$ cat src/design/rca_pkg.sv
package rca_pkg;
  // clock and timing
  localparam int CLK_PERIOD_NS = 8;
  localparam int STRAP_SETTLE_NS = 10000;
  localparam int STRAP_SETTLE_CYC = (STRAP_SETTLE_NS + CLK_PERIOD_NS - 1) / CLK_PERIOD_NS;
  localparam int PFW_HALF_PERIOD_NS = 500000;
  localparam int PFW_HALF_CYC = PFW_HALF_PERIOD_NS / CLK_PERIOD_NS;
  // register offsets (byte addresses)
  localparam logic [7:0] REG_CTRL = 8'h00;
  localparam logic [7:0] REG_SETPOINT = 8'h04;
  localparam logic [7:0] REG_STATUS = 8'h08;
  localparam logic [31:0] CTRL_RST = 32'h0000_0000;
  // status field positions
  localparam int ST_MODE = 0;
  localparam int ST_VALID = 1;
  localparam int ST_ADDR = 2;
  localparam int ST_OVERRIDE = 6;
  localparam int ST_MAIN_ON = 7;
  localparam int ST_INVALID = 8;
  localparam int ST_LATCHED = 9;
  // serial bus addresses
  localparam logic [2:0] ADDR_UPPER = 3'h4;
  localparam logic [6:0] GENERAL_CALL = 7'h00;
  // setpoint programming in millivolts
  localparam logic [11:0] SETPOINT_PROGRAM_PIN_MIN_MV = 12'h064; // 100
  localparam logic [11:0] SETPOINT_PROGRAM_PIN_MAX_MV = 12'hBB8; // 3000
  localparam logic [15:0] SPT_MIN_MV = 16'h4650; // 18000
  localparam logic [15:0] SPT_DEFAULT_MV = 16'hC350; // 50000
  localparam logic [14:0] SPT_SCALE = 15'h372C; // 40000/2900 in 1/1024 steps
  // unit level decision thresholds, midpoints between nominal levels
  localparam logic [11:0] UNIT_THR [0:9] = '{12'h0B4, 12'h20D, 12'h357, 12'h4A1,
    12'h5EB, 12'h735, 12'h87F, 12'h9C9, 12'hB13, 12'hC4E};
  // shelf level windows, index 0 is rack 1
  localparam logic [11:0] RACK_MIN [0:7] = '{12'hC4E, 12'h3FC, 12'h708, 12'h226,
    12'h622, 12'h320, 12'h546, 12'hA96};
  localparam logic [11:0] RACK_MAX [0:7] = '{12'hD98, 12'h46A, 12'h7C6, 12'h258,
    12'h6CC, 12'h370, 12'h5D2, 12'hBB8};
  typedef enum logic [2:0] {
    S_IDLE = 3'b000, S_ADDR = 3'b001, S_ACK_ARM = 3'b010,
    S_ACK_DRIVE = 3'b011, S_WAIT = 3'b100
  } rca_i2c_e;
endpackage

$ cat src/design/rca_cfg_if.sv
`timescale 1ns/10ps
`default_nettype none
interface rca_cfg_if;
  logic [3:0] raw_addr;
  logic raw_valid;
  logic [3:0] addr;
  logic addr_valid;
  logic mode_i2c;
  logic gc_read;
  logic addr_hit;
  modport dec (output raw_addr, raw_valid);
  modport top (input raw_addr, raw_valid, gc_read, addr_hit, output addr, addr_valid, mode_i2c);
  modport bus (input addr, addr_valid, mode_i2c, output gc_read, addr_hit);
endinterface // rca_cfg_if
`default_nettype wire

$ cat src/design/rca_id_decode.sv
`timescale 1ns/10ps
`default_nettype none
module rca_id_decode import rca_pkg::*; (
  // quantised levels in millivolts
  input wire logic [11:0] i_unit_level,
  input wire logic [11:0] i_shelf_level,
  // decoded address
  rca_cfg_if.dec cfg
);
  logic [9:0] unit_gt;
  logic [7:0] rack_hit;
  logic [3:0] unit_cnt;
  logic [3:0] u0;
  logic [3:0] r0;
  logic [5:0] a;
  logic ok;
  // per-threshold and per-window compares
  genvar k;
  for (k = 0; k < 10; k++) begin : g_unit
    assign unit_gt[k] = i_unit_level > UNIT_THR[k];
  end
  for (k = 0; k < 8; k++) begin : g_rack
    assign rack_hit[k] = i_shelf_level >= RACK_MIN[k] && i_shelf_level <= RACK_MAX[k];
  end
  // unit and rack codes, zero based, and the shelf maps
  always_comb begin
    unit_cnt = 4'h0;
    r0 = 4'hF;
    for (int j = 0; j < 10; j++) unit_cnt = unit_cnt + {3'h0, unit_gt[j]};
    for (int j = 7; j >= 0; j--) if (rack_hit[j]) r0 = 4'(j);
    u0 = 4'(4'h9 - unit_cnt); // 0 is unit 1
    ok = 1'b1;
    a = 6'h00;
    if (unit_cnt == 4'hA || r0 == 4'hF) begin
      ok = 1'b0;
    end else if (u0 <= 4'h3 && r0 <= 4'h3) begin
      a = 6'({r0, 2'h0} + {2'h0, u0});
    end else if (u0 <= 4'h4 && r0 >= 4'h5) begin
      a = 6'(({2'h0, r0} - 6'h05) * 6'h05 + {2'h0, u0});
    end else if (u0 == 4'h5 || u0 == 4'h6) begin
      a = 6'({r0, 1'b0} + {2'h0, u0} - 6'h05);
    end else if (u0 >= 4'h7 && r0 >= 4'h3) begin
      a = 6'(({2'h0, r0} - 6'h03) * 6'h03 + {2'h0, u0} - 6'h07);
    end else begin
      ok = 1'b0;
    end
  end
  assign cfg.raw_addr = a[3:0];
  assign cfg.raw_valid = ok;
endmodule // rca_id_decode
`default_nettype wire

$ cat src/design/rca_i2c_addr.sv
`timescale 1ns/10ps
`default_nettype none
module rca_i2c_addr import rca_pkg::*; (
  // clock and reset
  input wire logic clk,
  input wire logic rst_n,
  // synchronised bus lines
  input wire logic scl,
  input wire logic sda,
  // configuration and events
  rca_cfg_if.bus cfg,
  // data line pull-down enable
  output logic sda_oe
);
  rca_i2c_e st_r;
  logic scl_d_r, sda_d_r, ack_r, hit_r, gcr_r;
  logic [6:0] sh_r;
  logic [2:0] cnt_r;
  // line events and the address byte being completed
  wire rise = scl && !scl_d_r;
  wire fall = !scl && scl_d_r;
  wire start = scl && scl_d_r && sda_d_r && !sda;
  wire stop = scl && scl_d_r && !sda_d_r && sda;
  wire [7:0] byte_in = {sh_r, sda};
  wire live = cfg.addr_valid && cfg.mode_i2c;
  wire own = live && byte_in[7:1] == {ADDR_UPPER, cfg.addr};
  wire gc = live && byte_in[7:1] == GENERAL_CALL;
  // address phase state machine
  always_ff @(posedge clk or negedge rst_n) begin
    if (!rst_n) begin
      st_r <= S_IDLE;
      scl_d_r <= 1'b1;
      sda_d_r <= 1'b1;
      sh_r <= 7'h00;
      cnt_r <= 3'h0;
      ack_r <= 1'b0;
      sda_oe <= 1'b0;
      hit_r <= 1'b0;
      gcr_r <= 1'b0;
    end else begin
      scl_d_r <= scl;
      sda_d_r <= sda;
      hit_r <= 1'b0;
      gcr_r <= 1'b0;
      if (start) begin
        st_r <= S_ADDR;
        cnt_r <= 3'h0;
        sda_oe <= 1'b0;
      end else if (stop) begin
        st_r <= S_IDLE;
        sda_oe <= 1'b0;
      end else begin
        case (st_r)
          S_ADDR: if (rise) begin
            sh_r <= byte_in[6:0];
            cnt_r <= cnt_r + 3'h1;
            if (cnt_r == 3'h7) begin
              ack_r <= own || (gc && !byte_in[0]);
              gcr_r <= gc && byte_in[0];
              hit_r <= own || (gc && !byte_in[0]);
              st_r <= S_ACK_ARM;
            end
          end
          S_ACK_ARM: if (fall) begin
            sda_oe <= ack_r;
            st_r <= S_ACK_DRIVE;
          end
          S_ACK_DRIVE: if (fall) begin
            sda_oe <= 1'b0;
            st_r <= S_WAIT;
          end
          S_IDLE, S_WAIT: st_r <= st_r;
          default: st_r <= S_IDLE;
        endcase
      end
    end
  end
  assign cfg.addr_hit = hit_r;
  assign cfg.gc_read = gcr_r;
endmodule // rca_i2c_addr
`default_nettype wire

$ cat src/design/rca_top.sv
// Overview of operation
// - open strap selects serial bus, resistor multi-drop
// - answer on 7-bit address 100 plus four bits
// - address byte bit 0 is direction, 1 reads
// - also accept the all-zero general call
// - general call read gives invalid command, no data
// - unit level gives ten codes, top invalid
// - shelf level gives eight rack codes by windows
// - 4x4 and 5x3 shelf address maps
// - 2x8 and 3x5 shelf address maps
// - serial mode needs interlock to rail for power
// - software setpoint overrides pin until bias cycle
// - pin sets output only between 0.1 and 3.0V
// - above 3V default setpoint, else 18 to 58V
// - multi-drop mode ignores program, share, on/off, fault
// - serial mode output on only with on/off low and interlock
// - in serial mode releasing either pin turns output off
// - presence output held low while inserted
// - warning high while output delivered, low on shutdown
// - warning pulses with 1ms period in overload
// - fault low on replacement failures
//
// Local design decisions: the register addresses and register access over APB.
`timescale 1ns/10ps
`default_nettype none
module rca_top import rca_pkg::*; #(
  parameter int P_PFW_HALF_CYC = PFW_HALF_CYC
) (
  // clock and reset
  input wire logic I_CLOCK,
  input wire logic I_ARST_N,
  // apb slave
  input wire logic I_PSEL,
  input wire logic I_PENABLE,
  input wire logic I_PWRITE,
  input wire logic [7:0] I_PADDR,
  input wire logic [31:0] I_PWDATA,
  output logic [31:0] O_PRDATA,
  output logic O_PREADY,
  output logic O_PSLVERR,
  // configuration straps and levels
  input wire logic I_MODE_STRAP,
  input wire logic [11:0] I_UNIT_POSITION_LEVEL,
  input wire logic [11:0] I_SHELF_POSITION_LEVEL,
  input wire logic I_SLOT_INTERLOCK_STRAP,
  // control pins
  input wire logic I_ON_OFF_N,
  input wire logic [11:0] I_SETPOINT_PROGRAM_PIN,
  // internal condition inputs
  input wire logic I_OVERLOAD,
  input wire logic I_PROTECT_TRIP,
  input wire logic I_FAN_FAIL,
  input wire logic I_OVER_TEMP,
  input wire logic I_OVER_VOLT,
  input wire logic I_INTERNAL_FAULT,
  // serial bus
  input wire logic I_SCL,
  input wire logic I_SDA_IN,
  output logic O_SDA_OUT,
  output logic O_SDA_OE,
  // power stage and status outputs
  output logic O_MAIN_ON,
  output logic [15:0] O_SETPOINT_MV,
  output logic O_LOAD_SHARE_EN,
  output logic O_POWER_FAIL_WARN_N,
  output logic O_FAULT_N,
  output logic O_PRESENT_N,
  output logic O_MODE_I2C
);
  localparam int SYNC_W = 47;
  localparam int SET_W = $clog2(STRAP_SETTLE_CYC + 1);
  localparam int PFW_W = $clog2(P_PFW_HALF_CYC + 1);

  rca_cfg_if cfg ();

  logic [SYNC_W-1:0] sync1_r;
  logic [SYNC_W-1:0] sync2_r;
  logic [SET_W-1:0] settle_r;
  logic latched_r;
  logic mode_r;
  logic [3:0] addr_r;
  logic valid_r;
  logic [31:0] ctrl_r;
  logic [15:0] sw_spt_r;
  logic override_r;
  logic invalid_r;
  logic [15:0] hw_spt_r;
  logic [PFW_W-1:0] pfw_cnt_r;
  logic pfw_tgl_r;
  logic sda_oe;

  // two-flop synchroniser for every pin input
  always_ff @(posedge I_CLOCK or negedge I_ARST_N) begin
    if (!I_ARST_N) begin
      sync1_r <= '0;
      sync2_r <= '0;
    end else begin
      sync1_r <= {I_MODE_STRAP, I_SLOT_INTERLOCK_STRAP, I_ON_OFF_N, I_OVERLOAD,
        I_PROTECT_TRIP, I_FAN_FAIL, I_OVER_TEMP, I_OVER_VOLT, I_INTERNAL_FAULT,
        I_SCL, I_SDA_IN, I_UNIT_POSITION_LEVEL, I_SHELF_POSITION_LEVEL,
        I_SETPOINT_PROGRAM_PIN};
      sync2_r <= sync1_r;
    end
  end

  // synchronised pin views
  wire mode_s = sync2_r[46];
  wire interlock_n_s = sync2_r[45];
  wire on_off_n_s = sync2_r[44];
  wire overload_s = sync2_r[43];
  wire protect_s = sync2_r[42];
  wire fan_s = sync2_r[41];
  wire ot_s = sync2_r[40];
  wire ov_s = sync2_r[39];
  wire intf_s = sync2_r[38];
  wire scl_s = sync2_r[37];
  wire sda_s = sync2_r[36];
  wire [11:0] unit_s = sync2_r[35:24];
  wire [11:0] shelf_s = sync2_r[23:12];
  wire [11:0] setpoint_program_pin_s = sync2_r[11:0];

  // level decode and address recognition
  rca_id_decode u_dec (
    .i_unit_level(unit_s),
    .i_shelf_level(shelf_s),
    .cfg(cfg.dec)
  );

  rca_i2c_addr u_i2c (
    .clk(I_CLOCK),
    .rst_n(I_ARST_N),
    .scl(scl_s),
    .sda(sda_s),
    .cfg(cfg.bus),
    .sda_oe(sda_oe)
  );

  assign cfg.mode_i2c = mode_r;
  assign cfg.addr = addr_r;
  assign cfg.addr_valid = valid_r;

  // strap latch after the settle delay following reset release
  always_ff @(posedge I_CLOCK or negedge I_ARST_N) begin
    if (!I_ARST_N) begin
      settle_r <= '0;
      latched_r <= 1'b0;
      mode_r <= 1'b0;
      addr_r <= 4'h0;
      valid_r <= 1'b0;
    end else if (!latched_r) begin
      settle_r <= SET_W'(settle_r + 1'b1);
      if (settle_r == SET_W'(STRAP_SETTLE_CYC - 1)) begin
        latched_r <= 1'b1;
        mode_r <= mode_s;
        addr_r <= cfg.raw_addr;
        valid_r <= cfg.raw_valid;
      end
    end
  end

  // apb decode: one wait state, write takes effect at the ready edge
  wire apb_access = I_PSEL && I_PENABLE && !O_PREADY;
  wire apb_done = I_PSEL && I_PENABLE && O_PREADY;
  wire sel_ctrl = I_PADDR == REG_CTRL;
  wire sel_spt = I_PADDR == REG_SETPOINT;
  wire sel_stat = I_PADDR == REG_STATUS;
  wire mapped = sel_ctrl || sel_spt || sel_stat;
  wire wr_ctrl = apb_done && I_PWRITE && sel_ctrl;
  wire wr_spt = apb_done && I_PWRITE && sel_spt;
  wire wr_stat = apb_done && I_PWRITE && sel_stat;

  // status word
  logic [31:0] status_w;
  always_comb begin
    status_w = 32'h0000_0000;
    status_w[ST_MODE] = mode_r;
    status_w[ST_VALID] = valid_r;
    status_w[ST_ADDR +: 4] = addr_r;
    status_w[ST_OVERRIDE] = override_r;
    status_w[ST_MAIN_ON] = O_MAIN_ON;
    status_w[ST_INVALID] = invalid_r;
    status_w[ST_LATCHED] = latched_r;
  end

  // read data mux
  wire [31:0] rdata = sel_ctrl ? ctrl_r :
    sel_spt ? {16'h0000, sw_spt_r} :
    sel_stat ? status_w : 32'h0000_0000;

  // apb handshake outputs
  always_ff @(posedge I_CLOCK or negedge I_ARST_N) begin
    if (!I_ARST_N) begin
      O_PREADY <= 1'b0;
      O_PRDATA <= 32'h0000_0000;
      O_PSLVERR <= 1'b0;
    end else begin
      O_PREADY <= apb_access;
      O_PRDATA <= apb_access && !I_PWRITE ? rdata : 32'h0000_0000;
      O_PSLVERR <= apb_access && !mapped;
    end
  end

  // software registers; the override holds until reset (bias cycle)
  always_ff @(posedge I_CLOCK or negedge I_ARST_N) begin
    if (!I_ARST_N) begin
      ctrl_r <= CTRL_RST;
      sw_spt_r <= SPT_DEFAULT_MV;
      override_r <= 1'b0;
    end else begin
      if (wr_ctrl) ctrl_r <= {31'h0, I_PWDATA[0]};
      if (wr_spt) begin
        sw_spt_r <= I_PWDATA[15:0];
        override_r <= 1'b1;
      end
    end
  end

  // invalid command flag: a new event wins over a write-one clear
  always_ff @(posedge I_CLOCK or negedge I_ARST_N) begin
    if (!I_ARST_N) begin
      invalid_r <= 1'b0;
    end else if (cfg.gc_read) begin
      invalid_r <= 1'b1;
    end else if (wr_stat && I_PWDATA[ST_INVALID]) begin
      invalid_r <= 1'b0;
    end
  end

  // hardware setpoint from the program pin
  wire setpoint_program_pin_in_range = setpoint_program_pin_s >= SETPOINT_PROGRAM_PIN_MIN_MV && setpoint_program_pin_s <= SETPOINT_PROGRAM_PIN_MAX_MV;
  wire setpoint_program_pin_high = setpoint_program_pin_s > SETPOINT_PROGRAM_PIN_MAX_MV;
  wire [11:0] setpoint_program_pin_off = 12'(setpoint_program_pin_s - SETPOINT_PROGRAM_PIN_MIN_MV);
  wire [26:0] setpoint_program_pin_prod = 27'(setpoint_program_pin_off * SPT_SCALE);
  wire [15:0] hw_scaled = 16'(SPT_MIN_MV + 16'(setpoint_program_pin_prod[26:10]));

  always_ff @(posedge I_CLOCK or negedge I_ARST_N) begin
    if (!I_ARST_N) begin
      hw_spt_r <= SPT_DEFAULT_MV;
    end else if (setpoint_program_pin_high) begin
      hw_spt_r <= SPT_DEFAULT_MV;
    end else if (setpoint_program_pin_in_range) begin
      hw_spt_r <= hw_scaled;
    end
  end

  // setpoint selection; multi-drop mode never looks at the pin
  wire [15:0] spt_sel = override_r ? sw_spt_r :
    !mode_r ? SPT_DEFAULT_MV : hw_spt_r;

  // output enable and failure terms
  wire failure = fan_s || ot_s || ov_s || intf_s;
  wire pin_on = !on_off_n_s && !interlock_n_s;
  wire ms_on = ctrl_r[0] && !interlock_n_s;
  wire on_req = latched_r && (mode_r ? pin_on : ms_on);
  wire on_nxt = on_req && !protect_s && !failure;

  // overload warning toggle, half period count
  wire pfw_wrap = pfw_cnt_r == PFW_W'(P_PFW_HALF_CYC - 1);
  always_ff @(posedge I_CLOCK or negedge I_ARST_N) begin
    if (!I_ARST_N) begin
      pfw_cnt_r <= '0;
      pfw_tgl_r <= 1'b0;
    end else if (!overload_s) begin
      pfw_cnt_r <= '0;
      pfw_tgl_r <= 1'b0;
    end else if (pfw_wrap) begin
      pfw_cnt_r <= '0;
      pfw_tgl_r <= !pfw_tgl_r;
    end else begin
      pfw_cnt_r <= PFW_W'(pfw_cnt_r + 1'b1);
    end
  end

  // registered pin outputs
  always_ff @(posedge I_CLOCK or negedge I_ARST_N) begin
    if (!I_ARST_N) begin
      O_MAIN_ON <= 1'b0;
      O_SETPOINT_MV <= SPT_DEFAULT_MV;
      O_LOAD_SHARE_EN <= 1'b0;
      O_POWER_FAIL_WARN_N <= 1'b0;
      O_FAULT_N <= 1'b1;
      O_PRESENT_N <= 1'b0;
      O_MODE_I2C <= 1'b0;
      O_SDA_OUT <= 1'b0;
      O_SDA_OE <= 1'b0;
    end else begin
      O_MAIN_ON <= on_nxt;
      O_SETPOINT_MV <= spt_sel;
      O_LOAD_SHARE_EN <= latched_r && mode_r;
      O_POWER_FAIL_WARN_N <= overload_s && O_MAIN_ON ? pfw_tgl_r : on_nxt;
      O_FAULT_N <= !(latched_r && mode_r && failure);
      O_PRESENT_N <= 1'b0;
      O_MODE_I2C <= mode_r;
      O_SDA_OUT <= 1'b0;
      O_SDA_OE <= sda_oe;
    end
  end
endmodule // rca_top
`default_nettype wire

$ cat config.mk
export PLATFORM = sky130hd
export DESIGN_NAME = rca_top
export DESIGN_NICKNAME = d
export VERILOG_FILES = /design/src/design/rca_pkg.sv /design/src/design/rca_cfg_if.sv /design/src/design/rca_id_decode.sv /design/src/design/rca_i2c_addr.sv /design/src/design/rca_top.sv
export SDC_FILE = /design/constraint.sdc
export NUM_CORES = 1
export LEC_CHECK = 0
export BUFFER_PORTS_ARGS = -buffer_cell sky130_fd_sc_hd__clkbuf_2
export CAP_MARGIN = 10
export CORE_MARGIN = 2
export CORE_UTILIZATION = 41
export DETAILED_ROUTE_END_ITERATION = 6
export GPL_TIMING_DRIVEN = 1
export HOLD_SLACK_MARGIN = 0.05
export SYNTH_ARGS = -nofsm -noshare
export SYNTH_HDL_FRONTEND = slang
export SYNTH_SLANG_ARGS = --single-unit
$ cat constraint.sdc
create_clock -name I_CLOCK -period 19 [get_ports I_CLOCK]
set_clock_uncertainty 0.05 [all_clocks]
set_input_delay 3.8 -clock I_CLOCK [delete_from_list [all_inputs] [get_ports I_CLOCK]]
set_output_delay 3.8 -clock I_CLOCK [all_outputs]
set_load 0.1 [all_outputs]
==> metrics.txt, run 1 <==
# TYPE chip_impl_metric gauge
chip_impl_info{name="status",value="complete, no violations"} 1
chip_impl_metric{name="final_non_filler_cells",unit=""} 1736
chip_impl_metric{name="numPortBuffers",unit=""} 115
chip_impl_info{name="synth_top_flop_cell",value="dfrtp_1"} 1
chip_impl_metric{name="grt_usage",unit=""} 0.160
chip_impl_metric{name="cts_hold_repair.buffers",unit=""} 0
chip_impl_metric{name="detailedRoute.firstIterationViolations",unit=""} 417
chip_impl_metric{name="placementRows",unit=""} 64
chip_impl_metric{name="antenna-diode-count",unit=""} 0
chip_impl_metric{name="maxClockFrequency",unit="MHz"} 138
chip_impl_metric{name="critPathArrivalTime",unit="ns"} 7.66
chip_impl_info{name="yosys.area.top_type",value="dfrtp_1"} 1
chip_impl_metric{name="grt_pass1_vias",unit=""} 8669
chip_impl_metric{name="io_pins",unit=""} 150
chip_impl_metric{name="synth-seq-cells",unit=""} 222
chip_impl_metric{name="cts.clk_slew.worst_paths",unit="ns"} 0.07
chip_impl_metric{name="power.static_leakage",unit="nW"} 7.14
chip_impl_info{name="cell_chosen_for_the_clock_root",value="clkbuf_16"} 1
chip_impl_metric{name="clk_latency",unit="ns"} 0.54
chip_impl_metric{name="layout-drive-gt1-share",unit=""} 0.172
chip_impl_metric{name="core_area",unit="sq um"} 30800
chip_impl_metric{name="worstMarginPinSlew",unit="ns"} 0.970
chip_impl_metric{name="slew_viol_final",unit=""} 0
chip_impl_metric{name="crit_path_max_fanout",unit=""} 7
chip_impl_metric{name="place_inst",unit=""} 1690
chip_impl_metric{name="fin_tns_setup",unit="ns"} 0
chip_impl_metric{name="area_growth",unit="%"} 13.4
chip_impl_info{name="critical_path_start_end_classification",value="reg2reg"} 1
chip_impl_info{name="worstSetupEndpointType",value="register"} 1
chip_impl_metric{name="tritoncts.num_buffers",unit=""} 25
chip_impl_metric{name="synth_area_per_cell",unit="sq um"} 10.7
chip_impl_metric{name="detail-route-antenna-nets",unit=""} 0
chip_impl_metric{name="cts_max_level",unit=""} 1
chip_impl_metric{name="timing.max_slew.rel_slack",unit=""} 0.349
chip_impl_metric{name="postCtsResizedCells",unit=""} 0
chip_impl_metric{name="grt_antenna_before_repair",unit=""} 0
chip_impl_metric{name="overflow",unit=""} 0
chip_impl_metric{name="drtPass1Iterations",unit=""} 5
chip_impl_metric{name="design_area",unit="sq um"} 14600
chip_impl_info{name="tritoncts",value="done"} 1
chip_impl_metric{name="fin_worst_hold_slack",unit="ns"} 0.289
chip_impl_metric{name="globalplace.congestion",unit=""} 0.890
chip_impl_metric{name="gate_count_after_technology_mapping",unit=""} 1206
chip_impl_metric{name="number_of_enable_type_register_cells_in_the_synthesized_netlist",unit=""} 0
chip_impl_metric{name="vdd_drop_max",unit="V"} 0.000200
chip_impl_metric{name="die_height",unit="um"} 182
chip_impl_metric{name="cts_sink_cnt",unit=""} 222
chip_impl_metric{name="final_min_period_over_clock_period",unit=""} 0.383
chip_impl_metric{name="nets",unit=""} 1571
chip_impl_info{name="synth.cells.most_frequent",value="dfrtp_1 (201), inv_1 (144), ha_1 (106), nor2_1 (81), nand2_1 (75)"} 1
chip_impl_metric{name="synth-seq-area-share",unit=""} 0.432
chip_impl_metric{name="grt_start_max_net_pins",unit=""} 97
chip_impl_metric{name="drc",unit=""} 0
chip_impl_metric{name="effective_utilization_at_floorplan",unit=""} 0.419
chip_impl_metric{name="final_period_minus_worst_setup_slack",unit="ns"} 7.27
chip_impl_metric{name="vias",unit=""} 8647
chip_impl_metric{name="route.detailed.vias_per_inst",unit=""} 4.98
chip_impl_info{name="hold_class",value="reg2reg"} 1
chip_impl_metric{name="dp_hpwl",unit="mm"} 19.5
chip_impl_metric{name="p_per_area",unit="nW/um^2"} 201
chip_impl_metric{name="mappedNetlistArea",unit="sq um"} 12900
chip_impl_metric{name="wirelength",unit="mm"} 25.7
chip_impl_metric{name="synth_top_area_share",unit=""} 0.389
chip_impl_metric{name="global_route_wire_length_before_repair",unit="mm"} 43.6
chip_impl_metric{name="synth.distinct_cells",unit=""} 85
chip_impl_info{name="yosys-top-cells-area",value="dfrtp_1 (39%), ha_1 (10%), fa_1 (8.1%), dfstp_2 (4.3%), inv_1 (4.2%)"} 1
chip_impl_metric{name="drt-wirelength-per-cell",unit="um"} 14.8
chip_impl_metric{name="chipWidth",unit="um"} 182
chip_impl_metric{name="worstPathRequired",unit="ns"} 19.40
chip_impl_metric{name="max_cap_violations",unit=""} 0
chip_impl_metric{name="yosys_warnings",unit=""} 0
chip_impl_metric{name="clock_tree.buffer_depth",unit=""} 3
chip_impl_info{name="yosysMostFrequentCell",value="dfrtp_1"} 1
chip_impl_metric{name="setup_violations",unit=""} 0
chip_impl_metric{name="final_hold_viol_count",unit=""} 0
chip_impl_metric{name="placed_area",unit="sq um"} 13800
chip_impl_metric{name="postCtsSetupRepairBufs",unit=""} 0
chip_impl_metric{name="fp.dieArea",unit="sq um"} 32900
chip_impl_info{name="rsz0062_at_grt",value="false"} 1
chip_impl_metric{name="async_reset_ff_frac",unit=""} 1.00
chip_impl_info{name="startpoint_class_of_the_critical_path",value="register"} 1
## metrics by stage
stage,utilization,power [mW],setup slack [ns]
4_1_cts,0.475,2.97,11.72
3_3_place_gp,0.449,2.44,11.81
5_1_grt,0.475,3.26,11.16
2_1_floorplan,-,2.12,12.55
6_report,0.475,2.94,11.73
3_5_place_dp,0.449,2.48,11.75
## area by class of cell
class	count	area, sq um
Clock buffer	38	744
Multi-Input combinational cell	806	6580
Fill cell	2830	16200
Clock inverter	8	68.8
Inverter	144	541
Sequential cell	222	5580
Timing Repair Buffer	122	638
Tap cell	396	495
## per-layer routing
metal  vias up  GRT usage  routed length [um]
li1       4305          -                   -
met1      4111      0.234               12600
met2       197      0.249               11300
met3        34     0.0261                1300
met4         0     0.0348                 470
met5         -          0                   0
## cells by family after synthesis
kind of cell / after synthesis / synth area share
buf+inv: 195 / 0.0642
flops: 222 / 0.432
simple gates: 306 / 0.120
xor+xnor: 96 / 0.0663
other cells: 1 / 0.000290
compound gates: 204 / 0.114
mux: 22 / 0.0190
fa+ha+maj: 160 / 0.185
## cells in the final DEF, fill, tap and decap left out, types with 18 or more instances in the layout
cell and instances:
fa_1 52, nor3_1 22, xor2_1 38, nor2_1 81
ha_1 106, xnor2_1 56, mux2_2 20, o21ai_0 35
a21oi_1 44, nand2_1 75, dfrtp_1 201, inv_1 144
conb_1 18, nand3_1 33, clkbuf_2 114, dfstp_2 21
clkbuf_16 25
## critical path, stage by stage (launching register included)
cell,delay [ns]
dfrtp_1,0.44
inv_1,0.23
ha_1,0.32
xor2_1,0.56
xnor2_1,0.29
xor2_1,0.22
fa_1,0.52
inv_1,0.06
fa_1,0.52
fa_1,0.56
inv_1,0.06
fa_1,0.53
inv_1,0.04
ha_1,0.36
nand4_1,0.15
a211oi_2,0.40
nor3_4,0.11
xnor2_1,0.18
ha_1,0.27
a2111o_1,0.36
o22ai_1,0.31
nor3_1,0.13
o211a_1,0.26
a21o_1,0.18
o211ai_1,0.08
## state kept, by name (all words and copies together), names as in the netlist, 3 cells and up
name	cells
sync1_r	47
sync2_r	47
O_PRDATA	16
O_SETPOINT_MV	16
hw_spt_r	16
pfw_cnt_r	16
sw_spt_r	16
settle_r	11
u_i2c.sh_r	7
addr_r	4
u_i2c.cnt_r	3
u_i2c.st_r	3
## path summary, 6_finish.rpt
check	cells past startpoint	slack [ns]	endpoint	start
min in group asynchronous	1	3.25	sync1_r[0]	I_ARST_N
worst max-delay path	24	11.73	hw_spt_r[12]	sync2_r[2]
worst min register to register	0	0.29	sync2_r[8]	sync1_r[8]
worst min-delay path	0	0.29	sync2_r[8]	sync1_r[8]
worst max register to register	24	11.73	hw_spt_r[12]	sync2_r[2]
max in group asynchronous	2	14.36	sync2_r[18]	I_ARST_N
## power breakdown
part | leakage [nW] | internal [mW] | switching, mW
clock | 0.400 | 0.273 | 0.194
sequential | 2.77 | 0.537 | 0.0303
combinational | 3.97 | 0.823 | 1.09
Note: power is estimated with default switching activity, not from simulation.
==> inputs of run 2 (changes only) <==
--- a/config.mk
+++ b/config.mk
@@ -5,6 +5,7 @@
 export SDC_FILE = /design/constraint.sdc
 export NUM_CORES = 1
 export LEC_CHECK = 0
+export ABC_AREA = 1
 export BUFFER_PORTS_ARGS = -buffer_cell sky130_fd_sc_hd__clkbuf_2
 export CAP_MARGIN = 10
 export CORE_MARGIN = 2
==> constraint.sdc (replaced) <==
create_clock -name I_CLOCK -period 6.1 [get_ports I_CLOCK]
set_clock_uncertainty 0.05 [all_clocks]
set_input_delay 1.22 -clock I_CLOCK [delete_from_list [all_inputs] [get_ports I_CLOCK]]
set_output_delay 1.22 -clock I_CLOCK [all_outputs]
set_load 0.1 [all_outputs]
==> run 2 against run 1 <==
Flip-flop and latch count unchanged. Routed wire length up 25%. Critical path depth up 3. Area after synthesis up 5.6%. Total power rose to 3.1 times the previous value. Global-route usage up 2.8 points. Sequential share of layout area down 3.6 points. First-iteration DRC count up 55%. Highest routed layer unchanged.
==> metrics.txt, run 2 <==
# TYPE chip_impl_metric gauge
chip_impl_metric{name="core_area",unit="sq um"} 32600
chip_impl_metric{name="cts_sink_cnt",unit=""} 222
chip_impl_metric{name="detail-route-antenna-nets",unit=""} 0
chip_impl_metric{name="tritoncts.num_buffers",unit=""} 26
chip_impl_metric{name="drt-wirelength-per-cell",unit="um"} 14.2
chip_impl_metric{name="p_per_area",unit="nW/um^2"} 572
chip_impl_metric{name="grt_start_max_net_pins",unit=""} 118
chip_impl_metric{name="vias",unit=""} 10800
chip_impl_info{name="critical_path_start_end_classification",value="reg2reg"} 1
chip_impl_metric{name="synth_area_per_cell",unit="sq um"} 8.46
chip_impl_metric{name="number_of_enable_type_register_cells_in_the_synthesized_netlist",unit=""} 0
chip_impl_metric{name="cts.clk_slew.worst_paths",unit="ns"} 0.06
chip_impl_metric{name="clk_pwr_share",unit=""} 0.168
chip_impl_metric{name="clk_latency",unit="ns"} 0.54
chip_impl_metric{name="yosys_warnings",unit=""} 0
chip_impl_info{name="status",value="complete, no violations"} 1
chip_impl_metric{name="drtPass1Iterations",unit=""} 5
chip_impl_metric{name="internal-power",unit="mW"} 5.16
chip_impl_info{name="worstSetupEndpointType",value="register"} 1
chip_impl_info{name="critPathTopFamily",value="adder cells"} 1
chip_impl_info{name="synth_top_flop_cell",value="dfrtp_1"} 1
chip_impl_metric{name="area_growth",unit="%"} 18.7
chip_impl_metric{name="final_non_filler_cells",unit=""} 2264
chip_impl_info{name="path_common_cell",value="nand2_1"} 1
chip_impl_info{name="hold_class",value="reg2reg"} 1
chip_impl_metric{name="synth_top_area_share",unit=""} 0.369
chip_impl_metric{name="grt_antenna_before_repair",unit=""} 0
chip_impl_info{name="final_cell_mix",value="nand2_1 (332), inv_1 (287), dfrtp_1 (197)"} 1
chip_impl_metric{name="synth.mux.area_fraction",unit=""} 0
chip_impl_metric{name="drc",unit=""} 0
chip_impl_metric{name="critical-path-max-stage-delay",unit="ns"} 0.49
chip_impl_metric{name="overflow",unit=""} 0
chip_impl_metric{name="post_synth_adder_cell_area",unit=""} 0.174
chip_impl_metric{name="p_seq_frac",unit=""} 0.187
chip_impl_info{name="yosys-top-cells-area",value="dfrtp_1 (37%), ha_1 (9.7%), nand2_1 (9.2%), inv_1 (8.1%), fa_1 (7.6%)"} 1
chip_impl_metric{name="cp_num_buf_inv",unit=""} 5
chip_impl_metric{name="global_route_wire_length_before_repair",unit="mm"} 52.9
chip_impl_info{name="rsz0062_at_grt",value="true"} 1
chip_impl_metric{name="globalplace.congestion",unit=""} 0.930
chip_impl_metric{name="detailedRoute.firstIterationViolations",unit=""} 647
chip_impl_metric{name="final_min_period_over_clock_period",unit=""} 0.945
chip_impl_metric{name="place_inst",unit=""} 2211
chip_impl_metric{name="fp.dieArea",unit="sq um"} 34700
chip_impl_metric{name="io_pins",unit=""} 150
chip_impl_metric{name="worstMarginPinSlew",unit="ns"} 1.19
chip_impl_metric{name="dp_hpwl",unit="mm"} 25.6
chip_impl_info{name="startpoint_class_of_the_critical_path",value="register"} 1
chip_impl_metric{name="fin_worst_hold_slack",unit="ns"} 0.290
chip_impl_metric{name="p_switching",unit="mW"} 4.10
chip_impl_metric{name="final_period_minus_worst_setup_slack",unit="ns"} 5.76
chip_impl_metric{name="async_reset_ff_frac",unit=""} 1.00
chip_impl_metric{name="worstPathRequired",unit="ns"} 6.53
chip_impl_metric{name="numPortBuffers",unit=""} 115
chip_impl_info{name="reg_top3",value="sync1_r: 47 flops, sync2_r: 47 flops"} 1
chip_impl_metric{name="cts_max_level",unit=""} 1
chip_impl_metric{name="clock_tree.buffer_depth",unit=""} 3
chip_impl_metric{name="die_height",unit="um"} 186
chip_impl_metric{name="synth_xor_area_frac",unit=""} 0.0270
chip_impl_metric{name="wirelength",unit="mm"} 32.2
chip_impl_metric{name="placementRows",unit=""} 66
chip_impl_info{name="tritoncts",value="done"} 1
chip_impl_metric{name="synth-seq-cells",unit=""} 222
chip_impl_metric{name="slew_viol_final",unit=""} 0
chip_impl_info{name="synth.cells.most_frequent",value="nand2_1 (333), inv_1 (293), dfrtp_1 (201), nor2_1 (132), ha_1 (106)"} 1
chip_impl_metric{name="max_cap_violations",unit=""} 0
chip_impl_metric{name="setup_violations",unit=""} 0
chip_impl_metric{name="effective_utilization_at_floorplan",unit=""} 0.418
chip_impl_metric{name="switching_share",unit=""} 0.443
chip_impl_info{name="combinational_family_with_the_most_area_after_synthesis",value="simple AND/OR/NAND/NOR gates"} 1
chip_impl_metric{name="route.detailed.vias_per_inst",unit=""} 4.76
chip_impl_info{name="cell_chosen_for_the_clock_root",value="clkbuf_16"} 1
chip_impl_metric{name="nets",unit=""} 2052
chip_impl_info{name="yosysMostFrequentCell",value="nand2_1"} 1
chip_impl_metric{name="vdd_drop_max",unit="V"} 0.000452
chip_impl_info{name="yosys.area.top_type",value="dfrtp_1"} 1
chip_impl_info{name="final_common_cell",value="nand2_1"} 1
chip_impl_metric{name="gate_count_after_technology_mapping",unit=""} 1613
chip_impl_metric{name="total_power",unit="mW"} 9.26
chip_impl_metric{name="grt_usage",unit=""} 0.187
chip_impl_metric{name="cts_hold_repair.buffers",unit=""} 0
chip_impl_metric{name="critPathArrivalTime",unit="ns"} 6.19
chip_impl_metric{name="synth_simple_gate_area_share",unit=""} 0.208
chip_impl_metric{name="timing.max_slew.rel_slack",unit=""} 0.206
chip_impl_metric{name="maxClockFrequency",unit="MHz"} 174
chip_impl_metric{name="chipWidth",unit="um"} 186
chip_impl_metric{name="synth_compound_gate_area_share",unit=""} 0.0810
chip_impl_metric{name="synth.distinct_cells",unit=""} 53
chip_impl_metric{name="mappedNetlistArea",unit="sq um"} 13600
chip_impl_metric{name="fin_util",unit=""} 0.496
chip_impl_metric{name="layout-drive-gt1-share",unit=""} 0.179
chip_impl_metric{name="grt_pass1_vias",unit=""} 10500
chip_impl_metric{name="antenna-diode-count",unit=""} 0
chip_impl_metric{name="synth-seq-area-share",unit=""} 0.409
chip_impl_metric{name="crit_path_max_fanout",unit=""} 5
chip_impl_metric{name="final_hold_viol_count",unit=""} 0
chip_impl_metric{name="power.static_leakage",unit="nW"} 8.43
chip_impl_info{name="cpMaxStageDelayCell",value="fa_1"} 1
chip_impl_metric{name="power.combinational.fraction",unit=""} 0.644
## run 2: cell types whose count changed after synthesis, sizes merged, moves of 13 or more
cell,delta
nand2,+274
inv,+160
nor2,+60
xnor2,-43
nand3,+41
a21oi,+37
mux2,-20
o22ai,+16
nand4,+13
nor3,+13
## run 2: worst reg2reg max path: cells and delay by family (launching register included)
kind                     cells  cell delay (ns)
XOR/XNOR                     3             0.47
buffers and inverters        5             0.41
AO/OA/AOI/OAI                2             0.42
flip-flops                   1             0.45
AND/OR/NAND/NOR              8             0.67
adder cells (fa/ha/maj)      9             3.26
## run 2: power groups by stage
stage | registers, mW | logic, mW | clock network, mW
after global routing | 1.75 | 6.90 | 1.66
after CTS | 1.73 | 5.82 | 1.60
after floorplan | 1.74 | 4.12 | 0
after detailed placement | 1.76 | 5.76 | 0
final | 1.74 | 5.97 | 1.56
after global placement | 1.76 | 5.71 | 0
## run 2: final cells by class
type | instances | area, sq um
Tap cell | 442 | 553
Timing Repair Buffer | 182 | 1100
Inverter | 308 | 1160
Clock buffer | 38 | 757
Clock inverter | 10 | 120
Multi-Input combinational cell | 1062 | 6910
Sequential cell | 222 | 5590
Fill cell | 3108 | 16400
## run 2: per-layer routing
layer / up-vias / global-route usage / wire, um
met3: 49 / 0.0301 / 1420
met5: - / 0 / 0
met2: 234 / 0.305 / 15000
li1: 5446 / - / -
met4: 0 / 0.0560 / 913
met1: 5050 / 0.258 / 14800
## run 2: worst paths after layout
| path | startpoint | endpoint | slack, ns | cells past startpoint |
|---|---|---|---|---|
| min in group asynchronous | I_ARST_N | pfw_cnt_r[8] | 0.68 | 1 |
| worst min-delay path | sync1_r[8] | sync2_r[8] | 0.29 | 0 |
| max in group asynchronous | I_ARST_N | O_SETPOINT_MV[8] | 4.25 | 2 |
| worst min register to register | sync1_r[8] | sync2_r[8] | 0.29 | 0 |
| worst max-delay path | sync2_r[31] | addr_r[3] | 0.34 | 27 |
| worst max register to register | sync2_r[31] | addr_r[3] | 0.34 | 27 |
## run 2: timing repair
item / CTS / global route
endpoints found under the setup margin: 2 / 11
gates resized for setup: 5 / 38
pin swaps: 1 / 17
buffers inserted: 0 / 5
## run 2: cell families (layout without fill, tap and decap cells)
family / Yosys count / count (layout)
flops: 222 / 222
xor+xnor: 42 / 42
fa+ha+maj: 158 / 158
simple gates: 651 / 651
other cells: 1 / 18
buf+inv: 346 / 538
compound gates: 193 / 193
## run 2: metrics by stage
step / setup slack, ns / area, sq um / TNS, ns
after floorplan: 0.0430 / 13700 / 0
after global placement: -0.103 / 15100 / -0.103
after detailed placement: -0.185 / 15100 / -0.185
after CTS: 0.00410 / 16000 / 0
after global routing: -0.0311 / 16200 / -0.0535
final: 0.338 / 16200 / 0
==> inputs of run 3 (changes only) <==
--- a/config.mk
+++ b/config.mk
@@ -9,10 +9,11 @@
 export BUFFER_PORTS_ARGS = -buffer_cell sky130_fd_sc_hd__clkbuf_2
 export CAP_MARGIN = 10
 export CORE_MARGIN = 2
-export CORE_UTILIZATION = 41
+export CORE_UTILIZATION = 45
 export DETAILED_ROUTE_END_ITERATION = 6
 export GPL_TIMING_DRIVEN = 1
 export HOLD_SLACK_MARGIN = 0.05
+export PLACE_DENSITY = 0.66
 export SYNTH_ARGS = -nofsm -noshare
 export SYNTH_HDL_FRONTEND = slang
 export SYNTH_SLANG_ARGS = --single-unit
==> run 3 against run 2 <==
Hold slack better by 0.0038 ns. Global-route usage is 2.3 points higher. Clock power is 6% higher. Combinational power is 3% higher. Non-clock buffer count is 2 higher. Register-to-register slack worse by 0.18 ns. Sequential share of layout area is 0.36 points lower. Routed wire length is 1.8% higher. Sequential power hardly changed. Critical path type unchanged. Critical endpoint unchanged. Highest routed layer unchanged.
==> metrics.txt, run 3 (synthesis results as in run 2) <==
# TYPE chip_impl_metric gauge
chip_impl_metric{name="max_cap_violations",unit=""} 0
chip_impl_info{name="startpoint_class_of_the_critical_path",value="register"} 1
chip_impl_metric{name="final_min_period_over_clock_period",unit=""} 0.975
chip_impl_info{name="hold_path_startpoint",value="sync1_r[7]"} 1
chip_impl_metric{name="setup_ws",unit="ns"} 0.153
chip_impl_metric{name="cts_sink_cnt",unit=""} 222
chip_impl_info{name="final_common_cell",value="nand2_1"} 1
chip_impl_info{name="cpMaxStageDelayCell",value="fa_1"} 1
chip_impl_metric{name="place_inst",unit=""} 2162
chip_impl_metric{name="dp_slack",unit="ns"} -0.235
chip_impl_info{name="final_cell_mix",value="nand2_1 (321), inv_1 (286), dfrtp_1 (199)"} 1
chip_impl_info{name="cell_chosen_for_the_clock_root",value="clkbuf_16"} 1
chip_impl_metric{name="dp_hpwl",unit="mm"} 25.5
chip_impl_metric{name="crit_path_max_fanout",unit=""} 4
chip_impl_metric{name="grt_usage",unit=""} 0.211
chip_impl_info{name="critical_path_start_end_classification",value="reg2reg"} 1
chip_impl_metric{name="detailedRoute.firstIterationViolations",unit=""} 695
chip_impl_metric{name="reg2regPathDepth",unit=""} 31
chip_impl_metric{name="internal-power",unit="mW"} 5.24
chip_impl_info{name="hold_class",value="reg2reg"} 1
chip_impl_metric{name="die_height",unit="um"} 178
chip_impl_metric{name="grt_pass1_vias",unit=""} 10800
chip_impl_metric{name="drtPass1Iterations",unit=""} 7
chip_impl_info{name="worstSetupEndpointType",value="register"} 1
chip_impl_metric{name="fin_util",unit=""} 0.550
chip_impl_metric{name="p_seq_frac",unit=""} 0.182
chip_impl_metric{name="hold-path-cell-count",unit=""} 0
chip_impl_info{name="reg_top3",value="sync1_r: 47 flops, sync2_r: 47 flops"} 1
chip_impl_metric{name="core_area",unit="sq um"} 29700
chip_impl_metric{name="fp.dieArea",unit="sq um"} 31700
chip_impl_metric{name="critical-path-max-stage-delay",unit="ns"} 0.51
chip_impl_info{name="holdPathEnd",value="sync2_r[7]"} 1
chip_impl_info{name="status",value="complete, no violations"} 1
chip_impl_metric{name="final.fill_count",unit=""} 2686
chip_impl_metric{name="area_growth",unit="%"} 19.9
chip_impl_metric{name="detail-route-antenna-nets",unit=""} 0
chip_impl_metric{name="io_pins",unit=""} 150
chip_impl_metric{name="wirelength",unit="mm"} 32.8
chip_impl_info{name="rsz0062_at_grt",value="true"} 1
chip_impl_metric{name="worst-r2r-setup-slack",unit="ns"} 0.15
chip_impl_metric{name="grt_start_max_net_pins",unit=""} 115
chip_impl_metric{name="cts.clk_slew.worst_paths",unit="ns"} 0.06
chip_impl_metric{name="numPortBuffers",unit=""} 115
chip_impl_metric{name="worstMarginPinSlew",unit="ns"} 0.809
chip_impl_info{name="path_common_cell",value="nand2_1"} 1
chip_impl_metric{name="cts_hold_repair.buffers",unit=""} 0
chip_impl_metric{name="worstPathRequired",unit="ns"} 6.47
chip_impl_metric{name="drc",unit=""} 0
chip_impl_metric{name="slew_viol_final",unit=""} 0
chip_impl_metric{name="overflow",unit=""} 0
chip_impl_metric{name="clk_pwr_share",unit=""} 0.174
chip_impl_metric{name="final_non_filler_cells",unit=""} 2214
chip_impl_metric{name="nets",unit=""} 2053
chip_impl_metric{name="p_switching",unit="mW"} 4.30
chip_impl_metric{name="globalplace.congestion",unit=""} 0.914
chip_impl_metric{name="power.combinational.fraction",unit=""} 0.644
chip_impl_metric{name="p_per_area",unit="nW/um^2"} 583
chip_impl_metric{name="final_period_minus_worst_setup_slack",unit="ns"} 5.95
chip_impl_metric{name="vias",unit=""} 11000
chip_impl_metric{name="maxClockFrequency",unit="MHz"} 168
chip_impl_metric{name="effective_utilization_at_floorplan",unit=""} 0.459
chip_impl_info{name="r2r-start",value="sync2_r[31]"} 1
chip_impl_metric{name="chipWidth",unit="um"} 178
chip_impl_metric{name="layout-drive-gt1-share",unit=""} 0.198
chip_impl_metric{name="switching_share",unit=""} 0.451
chip_impl_metric{name="grt_antenna_before_repair",unit=""} 2
chip_impl_info{name="destination_of_the_worst_register_to_register_timing_path",value="addr_r[3]"} 1
chip_impl_metric{name="drt-wirelength-per-cell",unit="um"} 14.8
chip_impl_info{name="tritoncts",value="done"} 1
chip_impl_metric{name="global_route_wire_length_before_repair",unit="mm"} 53.0
chip_impl_metric{name="final_hold_viol_count",unit=""} 0
chip_impl_metric{name="route.detailed.vias_per_inst",unit=""} 4.96
chip_impl_metric{name="clock_tree.buffer_depth",unit=""} 3
chip_impl_metric{name="tritoncts.num_buffers",unit=""} 25
chip_impl_metric{name="placementRows",unit=""} 63
chip_impl_metric{name="setup_violations",unit=""} 0
chip_impl_metric{name="critPathArrivalTime",unit="ns"} 6.32
chip_impl_metric{name="timing.max_slew.rel_slack",unit=""} 0.456
chip_impl_metric{name="power.static_leakage",unit="nW"} 8.47
chip_impl_metric{name="cts_max_level",unit=""} 1
chip_impl_metric{name="vdd_drop_max",unit="V"} 0.000578
chip_impl_metric{name="clk_latency",unit="ns"} 0.53
==> run 3: layout make-up <==
type | count | area, sq um | share of cell area
Tap cell | 390 | 488 | 0.0298
Antenna cell | 2 | 5.00 | 0.000306
Multi-Input combinational cell | 1062 | 7060 | 0.432
Clock inverter | 17 | 255 | 0.0156
Inverter | 308 | 1160 | 0.0711
Sequential cell | 222 | 5580 | 0.342
Clock buffer | 29 | 671 | 0.0410
Timing Repair Buffer | 184 | 1120 | 0.0685
==> run 3: how the worst max path moves through the flow <==
stage	end	slack, ns	cells past startpoint	startpoint
6_report	addr_r[3]	0.15	31	sync2_r[31]
5_1_grt	addr_r[3]	-0.12	30	sync2_r[29]
4_1_cts	addr_r[3]	0.02	32	sync2_r[31]
3_5_place_dp	addr_r[3]	-0.24	29	sync2_r[31]
3_3_place_gp	addr_r[3]	-0.16	29	sync2_r[31]
2_1_floorplan	addr_r[3]	0.04	29	sync2_r[29]
==> run 3: power groups by stage <==
stage	sequential (mW)	clock, mW	combinational (mW)
floorplan	1.74	0	4.12
CTS	1.74	1.70	5.70
global placement	1.76	0	5.53
global route	1.75	1.75	7.08
finish	1.74	1.66	6.14
detailed placement	1.76	0	5.63
==> run 3: worst max-delay path, delay by kind of cell, from the launching register on <==
kind                     cells  cell delay, ns
adder cells (fa/ha/maj)      9            3.72
buffers and inverters        9            0.72
AND/OR/NAND/NOR             11            0.70
flip-flops                   1            0.43
XOR/XNOR                     1            0.15
AO/OA/AOI/OAI                1            0.05
==> run 3: stage by stage <==
stage / total power, mW / cell area, sq um / hold WS, ns / TNS, ns
after floorplan: 5.87 / 13700 / 0.281 / 0
after global placement: 7.29 / 15100 / 0.282 / -0.161
after detailed placement: 7.39 / 15100 / 0.285 / -0.277
after CTS: 9.14 / 16000 / 0.295 / 0
after global routing: 10.6 / 16300 / 0.303 / -0.212
final: 9.54 / 16300 / 0.294 / 0
==> run 3: layer usage <==
| layer | vias up | routed length (um) | GRT usage |
|---|---|---|---|
| met5 | - | 0 | 0 |
| li1 | 5452 | - | - |
| met3 | 78 | 1730 | 0.0328 |
| met1 | 5163 | 14500 | 0.281 |
| met4 | 0 | 1360 | 0.0786 |
| met2 | 298 | 15200 | 0.347 |
==> run 3: what timing repair did <==
item                       4_1_cts  5_1_grt
gates resized for setup          8       70
pin swaps                        7       32
buffers inserted                 1        4
setup endpoints to repair        2       12
